## config.mk

```make
export PLATFORM = sky130hd
export DESIGN_NAME = cosd_sync_delay
export DESIGN_NICKNAME = d
export VERILOG_FILES = /design/src/verilog/cosd_sync_delay.v
export VERILOG_INCLUDE_DIRS = /design/src /design/src/verilog
export SDC_FILE = /design/constraint.sdc
export NUM_CORES = 1
export LEC_CHECK = 0
export ABC_AREA = 0
export BUFFER_PORTS_ARGS = -buffer_cell sky130_fd_sc_hd__buf_2
export CORE_MARGIN = 3
export CORE_UTILIZATION = 45
export CTS_BUF_LIST = sky130_fd_sc_hd__clkbuf_8
export DETAILED_ROUTE_END_ITERATION = 8
export SLEW_MARGIN = 20
export SYNTH_ARGS = -nofsm -noshare
export SYNTH_HDL_FRONTEND = slang
export SYNTH_SLANG_ARGS = --single-unit
```

## constraint.sdc

```tcl
create_clock -name pclk -period 4.1 [get_ports pclk]
set_input_delay 0.205 -clock pclk [delete_from_list [all_inputs] [get_ports pclk]]
set_output_delay 0.205 -clock pclk [all_outputs]
set_load 0.05 [all_outputs]
```

## src/verilog/cosd_defines.vh

```
// constants for the clock output sync and digital delay block
// assumes: apb slave on pclk, pclk is the distribution path clock
`ifndef COSD_DEFINES_VH
`define COSD_DEFINES_VH

`define COSD_ADDR_W 8
`define COSD_OFF_CTRL 8'h00
`define COSD_OFF_GRP0 8'h04
`define COSD_OFF_GRP5 8'h18
`define COSD_OFF_LOOP2N 8'h1C
`define COSD_OFF_STATUS 8'h20
`define COSD_GRP_SHIFT 2

`define COSD_CTRL_POL 0
`define COSD_CTRL_TYPE_LO 1
`define COSD_CTRL_TYPE_HI 3
`define COSD_CTRL_UNLOCK1 4
`define COSD_CTRL_UNLOCK2 5
`define COSD_CTRL_QUAL 6
`define COSD_CTRL_AUTO 7
`define COSD_CTRL_VCO 8
`define COSD_CTRL_FB_LO 9
`define COSD_CTRL_FB_HI 11
`define COSD_CTRL_MASK 32'h00000FFF
`define COSD_CTRL_RESET 32'h00000100
`define COSD_TYPE_INPUT_MAX 3'h2

`define COSD_NGROUPS 6
`define COSD_FB_MAX 3'h5
`define COSD_GRP_DDLY_LO 0
`define COSD_GRP_DDLY_HI 9
`define COSD_GRP_HS 10
`define COSD_GRP_EXCL 11
`define COSD_GRP_OSC 12
`define COSD_GRP_DIV_LO 13
`define COSD_GRP_DIV_HI 22
`define COSD_GRP_MASK 32'h007FFFFF
`define COSD_GRP_RESET 32'h00002005
`define COSD_LOOP2N_MASK 32'h0003FFFF

`define COSD_PIPE_DEPTH 4
`define COSD_EVENT_WIDTH 2'h2
`define COSD_QUAL_DONE 3'h6
`define COSD_QUAL_ON 3'h3

`endif

```

## src/verilog/cosd_sync_delay.v

```verilog
// clock output groups with sync hold and programmed digital delay
// assumes: pclk is the distribution path clock; lock flags come from
// logic on pclk; sync pin is asynchronous
//
// Decided for this implementation: the register offsets and register access over APB.
`timescale 1ns/1ps
`default_nettype none
`include "cosd_defines.vh"

module cosd_sync_delay (
    input wire pclk,
    input wire presetn,
    input wire psel,
    input wire penable,
    input wire pwrite,
    input wire [`COSD_ADDR_W-1:0] paddr,
    input wire [31:0] pwdata,
    output reg [31:0] prdata,
    output wire pready,
    output wire pslverr,
    input wire sync_pin,
    input wire lock_detect_flag_loop1,
    input wire lock_detect_flag_loop2,
    output wire [`COSD_NGROUPS-1:0] group_clk_a,
    output wire [`COSD_NGROUPS-1:0] group_clk_b,
    output wire sync_hold
);

    // registers
    reg [31:0] ctrl;
    reg [31:0] loop2n;
    reg [31:0] grp_cfg [0:`COSD_NGROUPS-1];

    // apb decode
    wire setup = psel & ~penable;
    wire access = psel & penable;
    wire is_ctrl = (paddr == `COSD_OFF_CTRL);
    wire is_grp = (paddr >= `COSD_OFF_GRP0) && (paddr <= `COSD_OFF_GRP5)
        && (paddr[1:0] == 2'h0);
    wire is_loop2n = (paddr == `COSD_OFF_LOOP2N);
    wire is_status = (paddr == `COSD_OFF_STATUS);
    wire hit = is_ctrl | is_grp | is_loop2n | is_status;
    wire wr = access & pwrite & hit;
    wire [`COSD_ADDR_W-1:0] grp_off = paddr - `COSD_OFF_GRP0;
    wire [2:0] grp_idx = grp_off[`COSD_GRP_SHIFT+2:`COSD_GRP_SHIFT];

    // zero wait states; read data captured in the setup cycle
    assign pready = 1'b1;
    assign pslverr = access & ~hit;

    // control fields
    wire pol = ctrl[`COSD_CTRL_POL];
    wire [2:0] sync_type = ctrl[`COSD_CTRL_TYPE_HI:`COSD_CTRL_TYPE_LO];
    wire sync_on_loop1_unlock = ctrl[`COSD_CTRL_UNLOCK1];
    wire sync_on_loop2_unlock = ctrl[`COSD_CTRL_UNLOCK2];
    wire sync_qualify_enable = ctrl[`COSD_CTRL_QUAL];
    wire auto_sync = ctrl[`COSD_CTRL_AUTO];
    wire vco_in_use = ctrl[`COSD_CTRL_VCO];
    wire [2:0] fb_sel = ctrl[`COSD_CTRL_FB_HI:`COSD_CTRL_FB_LO];

    // sync pin: three stages, a change counts once stages two and three agree
    reg pin_s1;
    reg pin_s2;
    reg pin_s3;
    reg pin_level;

    always @(posedge pclk or negedge presetn) begin
        if (!presetn) begin
            pin_s1 <= 1'b0;
            pin_s2 <= 1'b0;
            pin_s3 <= 1'b0;
            pin_level <= 1'b0;
        end else begin
            pin_s1 <= sync_pin;
            pin_s2 <= pin_s1;
            pin_s3 <= pin_s2;
            if (pin_s2 == pin_s3) begin
                pin_level <= pin_s3;
            end
        end
    end

    // input types compare pin against polarity, output types use polarity
    wire pin_is_input = (sync_type <= `COSD_TYPE_INPUT_MAX);
    wire pin_req = pin_is_input ? (pin_level != pol) : pol;

    // register-driven events become a short pulse so they are latched
    wire pol_toggle = wr & is_ctrl & (pwdata[`COSD_CTRL_POL] != pol);
    wire loop2n_sync = wr & is_loop2n & vco_in_use;
    wire auto_ev = wr & is_grp & auto_sync;
    wire ev_start = pol_toggle | loop2n_sync | auto_ev;
    reg [1:0] ev_cnt;

    always @(posedge pclk or negedge presetn) begin
        if (!presetn) begin
            ev_cnt <= 2'h0;
        end else if (ev_start) begin
            ev_cnt <= `COSD_EVENT_WIDTH;
        end else if (ev_cnt != 2'h0) begin
            ev_cnt <= ev_cnt - 2'h1;
        end
    end

    wire unlock_req = (sync_on_loop1_unlock & ~lock_detect_flag_loop1) |
        (sync_on_loop2_unlock & ~lock_detect_flag_loop2);
    wire sync_req = pin_req | (ev_cnt != 2'h0) | unlock_req;

    // qualification against the selected group's clock
    wire [`COSD_NGROUPS-1:0] grp_core;
    wire [2:0] fb_idx = (fb_sel > `COSD_FB_MAX) ? 3'h0 : fb_sel;
    wire qual_clk = grp_core[fb_idx];
    reg qual_prev;
    reg req_prev;
    reg armed;
    reg [2:0] qcnt;
    wire qual_fall = qual_prev & ~qual_clk;
    // one-shot covers counts 4..6: starts three cycles after qualifying
    wire one_shot = (qcnt > `COSD_QUAL_ON);

    always @(posedge pclk or negedge presetn) begin
        if (!presetn) begin
            qual_prev <= 1'b0;
            req_prev <= 1'b0;
            armed <= 1'b0;
            qcnt <= 3'h0;
        end else begin
            qual_prev <= qual_clk;
            req_prev <= sync_req;
            if (!sync_qualify_enable) begin
                armed <= 1'b0;
                qcnt <= 3'h0;
            end else begin
                if (armed & qual_fall) begin
                    armed <= 1'b0;
                    qcnt <= 3'h1;
                end else if (sync_req & ~req_prev) begin
                    armed <= 1'b1;
                end
                if (qcnt == `COSD_QUAL_DONE) begin
                    qcnt <= 3'h0;
                end else if (qcnt != 3'h0) begin
                    qcnt <= qcnt + 3'h1;
                end
            end
        end
    end

    // latch on the rising edge, then fixed latency pipe; with the group
    // stage and output flop this gives six cycles in total
    reg hold_lat;
    reg [`COSD_PIPE_DEPTH-1:0] hold_pipe;
    wire hold_late = hold_pipe[`COSD_PIPE_DEPTH-1];

    always @(posedge pclk or negedge presetn) begin
        if (!presetn) begin
            hold_lat <= 1'b0;
            hold_pipe <= {`COSD_PIPE_DEPTH{1'b0}};
        end else begin
            hold_lat <= sync_qualify_enable ? one_shot : sync_req;
            hold_pipe <= {hold_pipe[`COSD_PIPE_DEPTH-2:0], hold_lat};
        end
    end

    assign sync_hold = hold_late;

    // register writes
    integer i;
    always @(posedge pclk or negedge presetn) begin
        if (!presetn) begin
            ctrl <= `COSD_CTRL_RESET;
            loop2n <= 32'h00000000;
            for (i = 0; i < `COSD_NGROUPS; i = i + 1) begin
                grp_cfg[i] <= `COSD_GRP_RESET;
            end
        end else if (wr) begin
            if (is_ctrl) begin
                ctrl <= pwdata & `COSD_CTRL_MASK;
            end
            if (is_loop2n) begin
                loop2n <= pwdata & `COSD_LOOP2N_MASK;
            end
            if (is_grp) begin
                grp_cfg[grp_idx] <= pwdata & `COSD_GRP_MASK;
            end
        end
    end

    // per-group divider and delay; one core feeds both outputs
    wire [`COSD_NGROUPS-1:0] grp_full;
    wire [`COSD_NGROUPS-1:0] grp_half;
    wire [`COSD_NGROUPS-1:0] grp_hs;
    genvar g;
    generate
        for (g = 0; g < `COSD_NGROUPS; g = g + 1) begin : grp
            wire [31:0] cfg = grp_cfg[g];
            wire [9:0] ddly = cfg[`COSD_GRP_DDLY_HI:`COSD_GRP_DDLY_LO];
            wire [9:0] div = cfg[`COSD_GRP_DIV_HI:`COSD_GRP_DIV_LO];
            wire [9:0] div_top = (div == 10'h000) ? 10'h000 : div - 10'h001;
            // excluded or oscillator-sourced groups never see the hold
            wire member = ~cfg[`COSD_GRP_EXCL] & ~cfg[`COSD_GRP_OSC];
            reg core;
            reg full_copy;
            reg half_copy;
            reg waiting;
            reg [9:0] dcnt;
            reg [9:0] divc;

            always @(posedge pclk or negedge presetn) begin
                if (!presetn) begin
                    core <= 1'b0;
                    waiting <= 1'b0;
                    dcnt <= 10'h000;
                    divc <= 10'h000;
                end else if (hold_late & member) begin
                    core <= 1'b0;
                    waiting <= 1'b1;
                    // count taken only here, so later writes wait
                    // full count: four pipe edges plus count plus flop is 6+d
                    dcnt <= ddly;
                    divc <= 10'h000;
                end else if (waiting) begin
                    // each member leaves hold once its own delay count reaches zero
                    if (dcnt == 10'h000) begin
                        waiting <= 1'b0;
                        core <= 1'b1;
                    end else begin
                        dcnt <= dcnt - 10'h001;
                    end
                end else if (divc >= div_top) begin
                    divc <= 10'h000;
                    core <= ~core;
                end else begin
                    divc <= divc + 10'h001;
                end
            end

            always @(posedge pclk or negedge presetn) begin
                if (!presetn) begin
                    full_copy <= 1'b0;
                end else begin
                    full_copy <= core;
                end
            end

            // falling-edge copy is half a cycle ahead of the full one
            always @(negedge pclk or negedge presetn) begin
                if (!presetn) begin
                    half_copy <= 1'b0;
                end else begin
                    half_copy <= core;
                end
            end

            assign grp_full[g] = full_copy;
            assign grp_half[g] = half_copy;
            assign grp_core[g] = core;
            assign grp_hs[g] = cfg[`COSD_GRP_HS];
        end
    endgenerate

    // half-step selects the copy live, no sync needed
    // unqualified resync leaves phase to running groups open
    assign group_clk_a = (grp_hs & grp_half) | (~grp_hs & grp_full);
    assign group_clk_b = group_clk_a;

    // read data
    wire [31:0] status = {23'h000000, group_clk_a, armed, pin_level,
        hold_late};

    always @(posedge pclk or negedge presetn) begin
        if (!presetn) begin
            prdata <= 32'h00000000;
        end else if (setup & ~pwrite) begin
            if (is_ctrl) begin
                prdata <= ctrl;
            end else if (is_grp) begin
                prdata <= grp_cfg[grp_idx];
            end else if (is_loop2n) begin
                prdata <= loop2n;
            end else if (is_status) begin
                prdata <= status;
            end else begin
                prdata <= 32'h00000000;
            end
        end
    end

endmodule // cosd_sync_delay
`default_nettype wire

```

# --- Word-level counts from Yosys, hierarchy flattened ---
# Cells that the tools add are included.
classes:
  reduce_logical: 47
  muxes: 108
  eq_ne: 26
  n_div: 0
  n_bitwise: 67
  n_shift: 0
  n_addsub: 21
  multipliers: 0
  n_lt_le_gt_ge: 14
op_table:
  columns: ["op", "count"]
  rows:
  - ["two-way mux 10 bit", 42]
  - ["bitwise mux 192 bit", 1]
  - ["two-way mux 32 bit", 5]
  - ["zero test 10 bit", 12]
  - ["subtractor 10 x 1 -> 10 bit, second input constant", 12]
  - ["binary-select mux 32 bit (select 3 bit)", 1]
  - ["demux 32 bit (select 3 bit)", 1]
  - ["adder 10 x 1 -> 10 bit, second input constant", 6]
  - [">= comparator 10 bit", 6]
  - ["two-way mux 1 bit", 48]
  - ["AND reduction 2 bit", 15]
  - ["AND 1 bit", 29]
  - ["NOT 1 bit", 25]
  - ["!= test 3 x 1 -> 1 bit, second input constant", 7]
  - ["nonzero test 3 bit", 7]
  - ["two-way mux 18 bit", 1]
  - ["nonzero test 2 bit", 8]
  - ["two-way mux 3 bit", 5]
  - ["AND 6 bit", 2]
  - ["!= test 2 x 1 -> 1 bit, second input constant", 6]
  - ["!= test 2 bit, second input constant", 6]
  - ["two-way mux 9 bit", 1]
  - ["== test 8 x 5 -> 1 bit, second input constant", 1]
  - ["== test 8 x 6 -> 1 bit, second input constant", 1]
  - ["24 further kinds", 35]
word_totals:
  ram_bits: 0
  latch_bits: 0
  elab_cells: 339
  regBits: 415
  memories: 0
  input_bits: 48
  output_inout_bits: 47
  mem_bits_ro: 0

# --- Logic depth before layout (Yosys ltp) ---
# Gate-level depths: netlist (run 1).
logic_depth:
  word_depth: 12
  depth_mapped: 13
  mapped_depth_nobuf: 12

==> results.md, run 1 <==
- # placed instances: 2641
- Number of buffers added by the clock tree synthesis step: 59
- Final standard cell count with taps included and fillers excluded: 2778
- Internal power of the cells: 5.94 mW
- Reg2Reg Depth: 10
- Pwr per Cell Area: roughly 360 nW/µm²
- Most area-consuming cells after synthesis: sky130_fd_sc_hd__dfrtp_1, sky130_fd_sc_hd__mux2_2, sky130_fd_sc_hd__ha_1
- Share of power burned in registers: 43.5%
- Total Negative Setup Slacks: 0 ps
- Share of final-layout standard cells stronger than drive strength 1: 21.1%
- Number of remaining DRC errors: 0
- Overall routing resource usage: 23.4%
- Topmost layer with routed signal wires: met5
- FF+latch count, synth: 352
- Number of cells produced by synthesis: a little over 2000
- Worst slew margin relative to its limit: 29.3%
- Die area: 47700 µm²
- Post-detailed-route count of antenna-violating nets: 0
- Sequential element share of the synthesized area: 43.5%
- Die boundary width: 218 µm
- Floorplan row count: 77
- Count of final max-slew check failures: 0
- Number of global-route vias before repair: 15600
- Remaining global-route overflow: 0
- Avg Cell Area, Syn: slightly above 10 µm²
- Clock latency on the worst-skew pair: ~660 ps
- Class of the most critical setup path: reg -> out
- Via Count: 16010
- Net total in the final layout: 2278
- Chip Height: 218 µm
- Met3 WL post-DR: 2700 µm
- HPWL after detailed placement: 39800 µm
- Post-Route Utilization: 51.6%
- Yosys synthesis warning count: 0
- Required time of the worst setup path: 3890 ps
- Setup repair after global routing missed its margin: no
- Number of vias per cell: roughly 5.8
- Share of synthesized registers carrying an async set or reset: 100%
- Endpoint class of the critical path: output pin
- Largest net degree at the start of global routing: 66
- Clock Tree Buf Depth: 3
- Boundary pin count: between 90 and 100
- Root buffer selected by CTS: sky130_fd_sc_hd__clkbuf_8
- Combinational Power Share: between 15 and 20%
- Initial detailed-routing violation count: between 1000 and 1500
- Total of fill cells in the finished design: 3983
- Area share of the largest cell type after synthesis: 40.3%
- Commonest non-fill, non-tap cell in the layout: sky130_fd_sc_hd__dfrtp_1
- Total core area: 44400 µm²
- Final weighted congestion in routability-driven placement: about 0.90
- Total clock sinks: between 300 and 400
- Switching component of the power: 2.40 mW
- Maximum capacitance violations: 0
- Largest driver fanout on the critical path: 3
- Most frequent cells in the layout: sky130_fd_sc_hd__dfrtp_1, sky130_fd_sc_hd__nand2_1, sky130_fd_sc_hd__mux2_2
- P&R area growth vs syn: 12.9%
- Post-Route M1 WL: 25900 µm
- Post-synthesis cell type count: 81
- Cell type contributing the most total cell area after synthesis: sky130_fd_sc_hd__dfrtp_1
- Post-synth EDFFs: 0
- Initial standard-cell utilization of the core: a little under half
- Global-route wire length before repair: between 80000 and 90000 µm
- Number of hold violations in the final report: 0
- Pin slew with the least headroom to its limit: 1050 ps
- Result of the run: complete, no violations
- Worst vdd rail ir drop: 0.000173 V
- Number of iterations in the first detailed-routing pass: 5
- Total of endpoints with negative setup slack in the final report: 0
- Startpoint types: register
- Number of antenna violations at the first check in global routing: 1
- Static leakage: about 10 nW
- Count of port buffers added during placement: 75
- # H-tree levels: 2
- Arrival time reported for the critical path endpoint: 3540 ps
- Fraction of power spent switching nets: 28.8%
- Combined area of all synthesized cells: 20300 µm²
- Total power: 8.35 mW
- Sum of routed wire length over all layers: 55700 µm
- Post-route clock skew: 80.4 ps
- # resized after CTS: 0
- Most used flip-flop cell after synthesis: sky130_fd_sc_hd__dfrtp_1
- Clock-pin transition on the worst setup and hold timing paths: 60 ps
- Per-cell routed wire length: 20.0 µm
- Proportion of power drawn by the clock network: 40.7%
- Class of the worst hold path: in -> async
- TritonCTS clock tree: done
- Wire length on met2: around 25000 µm
[cell usage after synthesis, drive strengths merged, types with 46 or more instances]
cell and count:
inv 56, nor3 63, nor2 101, xnor2 46
nand2 269, ha 94, a21oi 61, nand3 53
mux2 177, o211ai 57, clkbuf 53, dfrtp 327
o21ai 154
[per-stage QoR]
step | instance area (µm²) | setup WS [ps] | hold slack (ps)
3_5_place_dp | 21300 | 496 | 125
5_1_grt | 22900 | 278 | 17.4
4_1_cts | 22900 | 322 | 2.88
3_3_place_gp | 21300 | 518 | 120
2_1_floorplan | 20300 | 744 | -90.6
6_report | 22900 | 355 | 30.8
[worst max-delay path, cell delays in order (launching register included)]
cell and delay (ps):
sky130_fd_sc_hd__dfrtn_1 390, sky130_fd_sc_hd__mux2_2 230, sky130_fd_sc_hd__buf_2 290
[path summary, 6_finish.rpt]
path / start / end / slack, ps
max: grp[4].half_copy$_DFF_NN0_ / group_clk_b[4] / 350
min in group pclk: pwdata[9] / grp[3].cfg[9]$_DFFE_PN0P_ / 50
max reg2reg: grp[0].cfg[16]$_DFFE_PN0P_ / grp[0].divc[7]$_DFFE_PN0P_ / 620
max in group asynchronous: presetn / grp[0].half_copy$_DFF_NN0_ / 1740
min reg2reg: hold_pipe[0]$_DFF_PN0_ / hold_pipe[1]$_DFF_PN0_ / 350
min: presetn / grp[5].dcnt[9]$_DFFE_PN0P_ / 30
[registers in the layout, indices dropped and copies added (netlist names), 2 cells and up]
name           flops
loop2n            18
grp.waiting        6
grp.cfg          138
prdata            23
qcnt               3
hold_pipe          4
grp.full_copy      6
grp.divc          60
ctrl              12
ev_cnt             2
grp.half_copy      6
grp.core           6
grp.dcnt          60
[layout make-up]
class | count | area [µm²] | area share, %
Multi-Input combinational cell | 1521 | 10800 | 47.3
Sequential cell | 352 | 8830 | 38.5
Clock buffer | 83 | 1140 | 4.99
Timing Repair Buffer | 146 | 983 | 4.29
Tap cell | 592 | 741 | 3.23
Inverter | 56 | 210 | 0.917
Clock inverter | 27 | 168 | 0.732
Antenna cell | 1 | 2.50 | 0.0109
[logic make-up (layout without fill, tap and decap cells)]
kind of cell,count (synthesis),in the layout,share of synthesized area (%)
multiplexers,221,221,12.9
flip-flops,352,352,43.5
adder cells (fa/ha/maj),95,95,5.85
AND/OR/NAND/NOR,678,678,16.7
buffers and inverters,147,312,3.40
XOR/XNOR,87,87,3.76
other,2,11,0.0370
AO/OA/AOI/OAI,430,430,13.8
[per-layer routing]
metal	vias to the layer above	track usage [%]
li1	7555	-
met3	98	4.09
met2	386	36.5
met1	7969	33.1
met4	2	7.96
met5	-	0
[power groups by stage]
stage	clock network [mW]	registers, mW	logic [mW]
3_3_place_gp	0	3.69	1.26
6_report	3.40	3.63	1.31
2_1_floorplan	0	3.70	0.848
5_1_grt	3.66	3.64	1.46
3_5_place_dp	0	3.69	1.29
4_1_cts	3.49	3.63	1.31
[repair_timing]
action                                  4_1_cts  5_1_grt
buffers inserted                              0        0
endpoints found under the setup margin        0        0
hold buffers                                 26        0
hold endpoints to repair                    227        0
Note: power is estimated with default switching activity, not from simulation.
==> run 2, diff against run 1 <==
--- a/config.mk
+++ b/config.mk
@@ -9,9 +9,10 @@
 export ABC_AREA = 0
 export BUFFER_PORTS_ARGS = -buffer_cell sky130_fd_sc_hd__buf_2
 export CORE_MARGIN = 3
-export CORE_UTILIZATION = 45
+export CORE_UTILIZATION = 64
 export CTS_BUF_LIST = sky130_fd_sc_hd__clkbuf_8
 export DETAILED_ROUTE_END_ITERATION = 8
+export PLACE_DENSITY = 0.83
 export SLEW_MARGIN = 20
 export SYNTH_ARGS = -nofsm -noshare
 export SYNTH_HDL_FRONTEND = slang
==> run 2 against run 1 <==
Compared with the run above: utilization rose by 21 points; clock power decreased by 12%; clock-buffer cell count down 11; worst setup slack improved by 69 ps; combinational power hardly changed; cell area decreased by 2.4%; critical endpoint is now group_clk_b[2]; largest cell class unchanged; largest power group unchanged; highest routed layer is now met4.
==> results.md, run 2 (synthesized netlist as in run 1, its figures left out) <==
- Result of the run: complete, no violations (unchanged)
- Static leakage: 10.4 nW (was 10.5 nW)
- Post-detailed-route count of antenna-violating nets: 0 (unchanged)
- Post-Route Utilization: 72.3% (was 51.6%)
- Clock-pin transition on the worst setup and hold timing paths: 60 ps (about the same)
- TritonCTS clock tree: done (unchanged)
- Crit Reg-Reg Startpoint: grp[0].cfg[20]$_DFFE_PN0P_ (was grp[0].cfg[16]$_DFFE_PN0P_)
- Via Count: 16524 (was 16010)
- Total of endpoints with negative setup slack in the final report: 0 (unchanged)
- Class of the worst hold path: in -> reg (was in -> async)
- Root buffer selected by CTS: sky130_fd_sc_hd__clkbuf_8 (unchanged)
- HPWL after detailed placement: 37700 µm (was 39800 µm)
- Boundary pin count: 95 (unchanged)
- Clock Tree Buf Depth: 3 (unchanged)
- Start point of the worst min-delay path: pwdata[17]
- Initial detailed-routing violation count: 1561 (was 1179)
- Startpoint types: register (unchanged)
- Critical-path top delay cell: sky130_fd_sc_hd__dfrtn_1 (unchanged)
- Worst slew margin relative to its limit: 30.8% (was 29.3%)
- Global-route wire length before repair: 86700 µm (was 88300 µm)
- Antenna diodes: 0 (was 1)
- Pin slew with the least headroom to its limit: 1030 ps (was 1050 ps)
- Final weighted congestion in routability-driven placement: 0.930 (was 0.905)
- Die boundary width: 184 µm (was 218 µm)
- Total clock sinks: 352 (unchanged)
- # placed instances: 2437 (was 2641)
- Final hold slack: 31.6 ps (was 30.8 ps)
- Share of final-layout standard cells stronger than drive strength 1: 20.1% (was 21.1%)
- Arrival time reported for the critical path endpoint: 3470 ps (was 3540 ps)
- Floorplan row count: 64 (was 77)
- Slowest Stage Delay on Critical Path: 330 ps (was 390 ps)
- Count of final max-slew check failures: 0 (unchanged)
- Quantity of hold-fixing buffers added after cts: 17 (was 26)
- Number of hold violations in the final report: 0 (unchanged)
- Count of port buffers added during placement: 75 (unchanged)
- Number of iterations in the first detailed-routing pass: 5 (unchanged)
- Setup repair after global routing missed its margin: no (unchanged)
- Net total in the final layout: 2260 (was 2278)
- Total power: 7.92 mW (was 8.35 mW)
- Class of the most critical setup path: reg -> out (unchanged)
- Largest driver fanout on the critical path: 3 (unchanged)
- Sum of routed wire length over all layers: 53900 µm (was 55700 µm)
- Chip Height: 184 µm (was 218 µm)
- Setup crit start: grp[2].half_copy$_DFF_NN0_ (was grp[4].half_copy$_DFF_NN0_)
- Pwr per Cell Area: 354 nW/µm² (was 364 nW/µm²)
- Number of vias per cell: 6.45 (was 5.76)
- Per-cell routed wire length: 21.0 µm (was 20.0 µm)
- Number of post-CTS setup repair buffers: 0 (unchanged)
- Number of buffers added by the clock tree synthesis step: 58 (was 59)
- Initial standard-cell utilization of the core: 65.6% (was 45.7%)
- # resized after CTS: 0 (unchanged)
- Total core area: 30900 µm² (was 44400 µm²)
- Post-route clock skew: 54.7 ps (was 80.4 ps)
- Number of global-route vias before repair: 16338 (was 15600)
- Commonest non-fill, non-tap cell in the layout: sky130_fd_sc_hd__dfrtp_1 (unchanged)
- Overall routing resource usage: 32.0% (was 23.4%)
- Cells traversed along the worst timing path: mux2_2 > buf_2 (unchanged)
- Largest net degree at the start of global routing: 81 (was 66)
- Worst vdd rail ir drop: 0.000273 V (was 0.000173 V)
- Required time of the worst setup path: 3890 ps (about the same)
- Number of remaining DRC errors: 0 (unchanged)
- Number of flip-flops under the largest register name: 138 (unchanged)
- Final standard cell count with taps included and fillers excluded: 2562 (was 2778)
- Most frequent cells in the layout: sky130_fd_sc_hd__dfrtp_1, sky130_fd_sc_hd__nand2_1, sky130_fd_sc_hd__mux2_2 (unchanged)
- Endpoint class of the critical path: output pin (unchanged)
- Total Negative Setup Slacks: 0 ps (unchanged)
- P&R area growth vs syn: 10.2% (was 12.9%)
- Die area: 33900 µm² (was 47700 µm²)
- # H-tree levels: 2 (unchanged)
- Maximum capacitance violations: 0 (unchanged)
- Remaining global-route overflow: 0 (unchanged)
- Clock latency on the worst-skew pair: 610 ps (was 660 ps)
- Number of antenna violations at the first check in global routing: 0 (was 1)
==> run 2: changes by cell type in the layout (fill, tap and decap cells not counted), sizes merged <==
cell,previous run,this run
clkinv,8,3
clkinvlp,1,0
inv,72,89
clkbuf,83,72
diode,1,0
bufinv,2,0
buf,120,112
dlygate4sd3,26,17
==> run 2: worst max-delay path, delay by kind of cell (launching register included) <==
family | cells | cell delay [ps]
buffers and inverters | 1 | 230
DFF | 1 | 330
muxes | 1 | 300
==> run 2: power by group <==
part           internal (mW)  leakage (nW)  switching (mW)
Clock                   1.58         0.704            1.42
Combinational          0.452          4.92           0.835
Sequential              3.56          4.73          0.0804
Total                   5.59          10.4            2.33
==> run 2: per-stage QoR <==
stage               instance area, µm²  setup slack (ps)
floorplan                        20300               744
global placement                 21000               649
detailed placement               21000               487
CTS                              22300               417
global route                     22400               158
finish                           22400               424
==> run 2: cell type report <==
type                       instances  area, µm²
clock inverter                    36        149
tap                              396        495
multi-input combinational       1521      10800
fill                            2168       8550
sequential                       352       8830
clock buffer                      72        991
inverter                          56        210
timing repair buffer             129        837
==> run 2: worst paths after layout <==
check	end	slack [ps]	cells past startpoint
min	grp[1].cfg[17]$_DFFE_PN0P_	30	2
min in group asynchronous	grp[5].cfg[7]$_DFFE_PN0P_	160	2
max reg2reg	grp[0].divc[7]$_DFFE_PN0P_	570	8
max in group asynchronous	grp[0].half_copy$_DFF_NN0_	1450	2
min reg2reg	hold_pipe[0]$_DFF_PN0_	350	0
max	group_clk_b[2]	420	2
==> run 2: per-layer routing <==
layer	global-route usage, %	share of wire, %	vias up
li1	-	-	7522
met1	43.8	41	8164
met2	51.4	47	691
met3	6.17	8.2	147
met4	11.6	3.4	0
met5	0	0	-
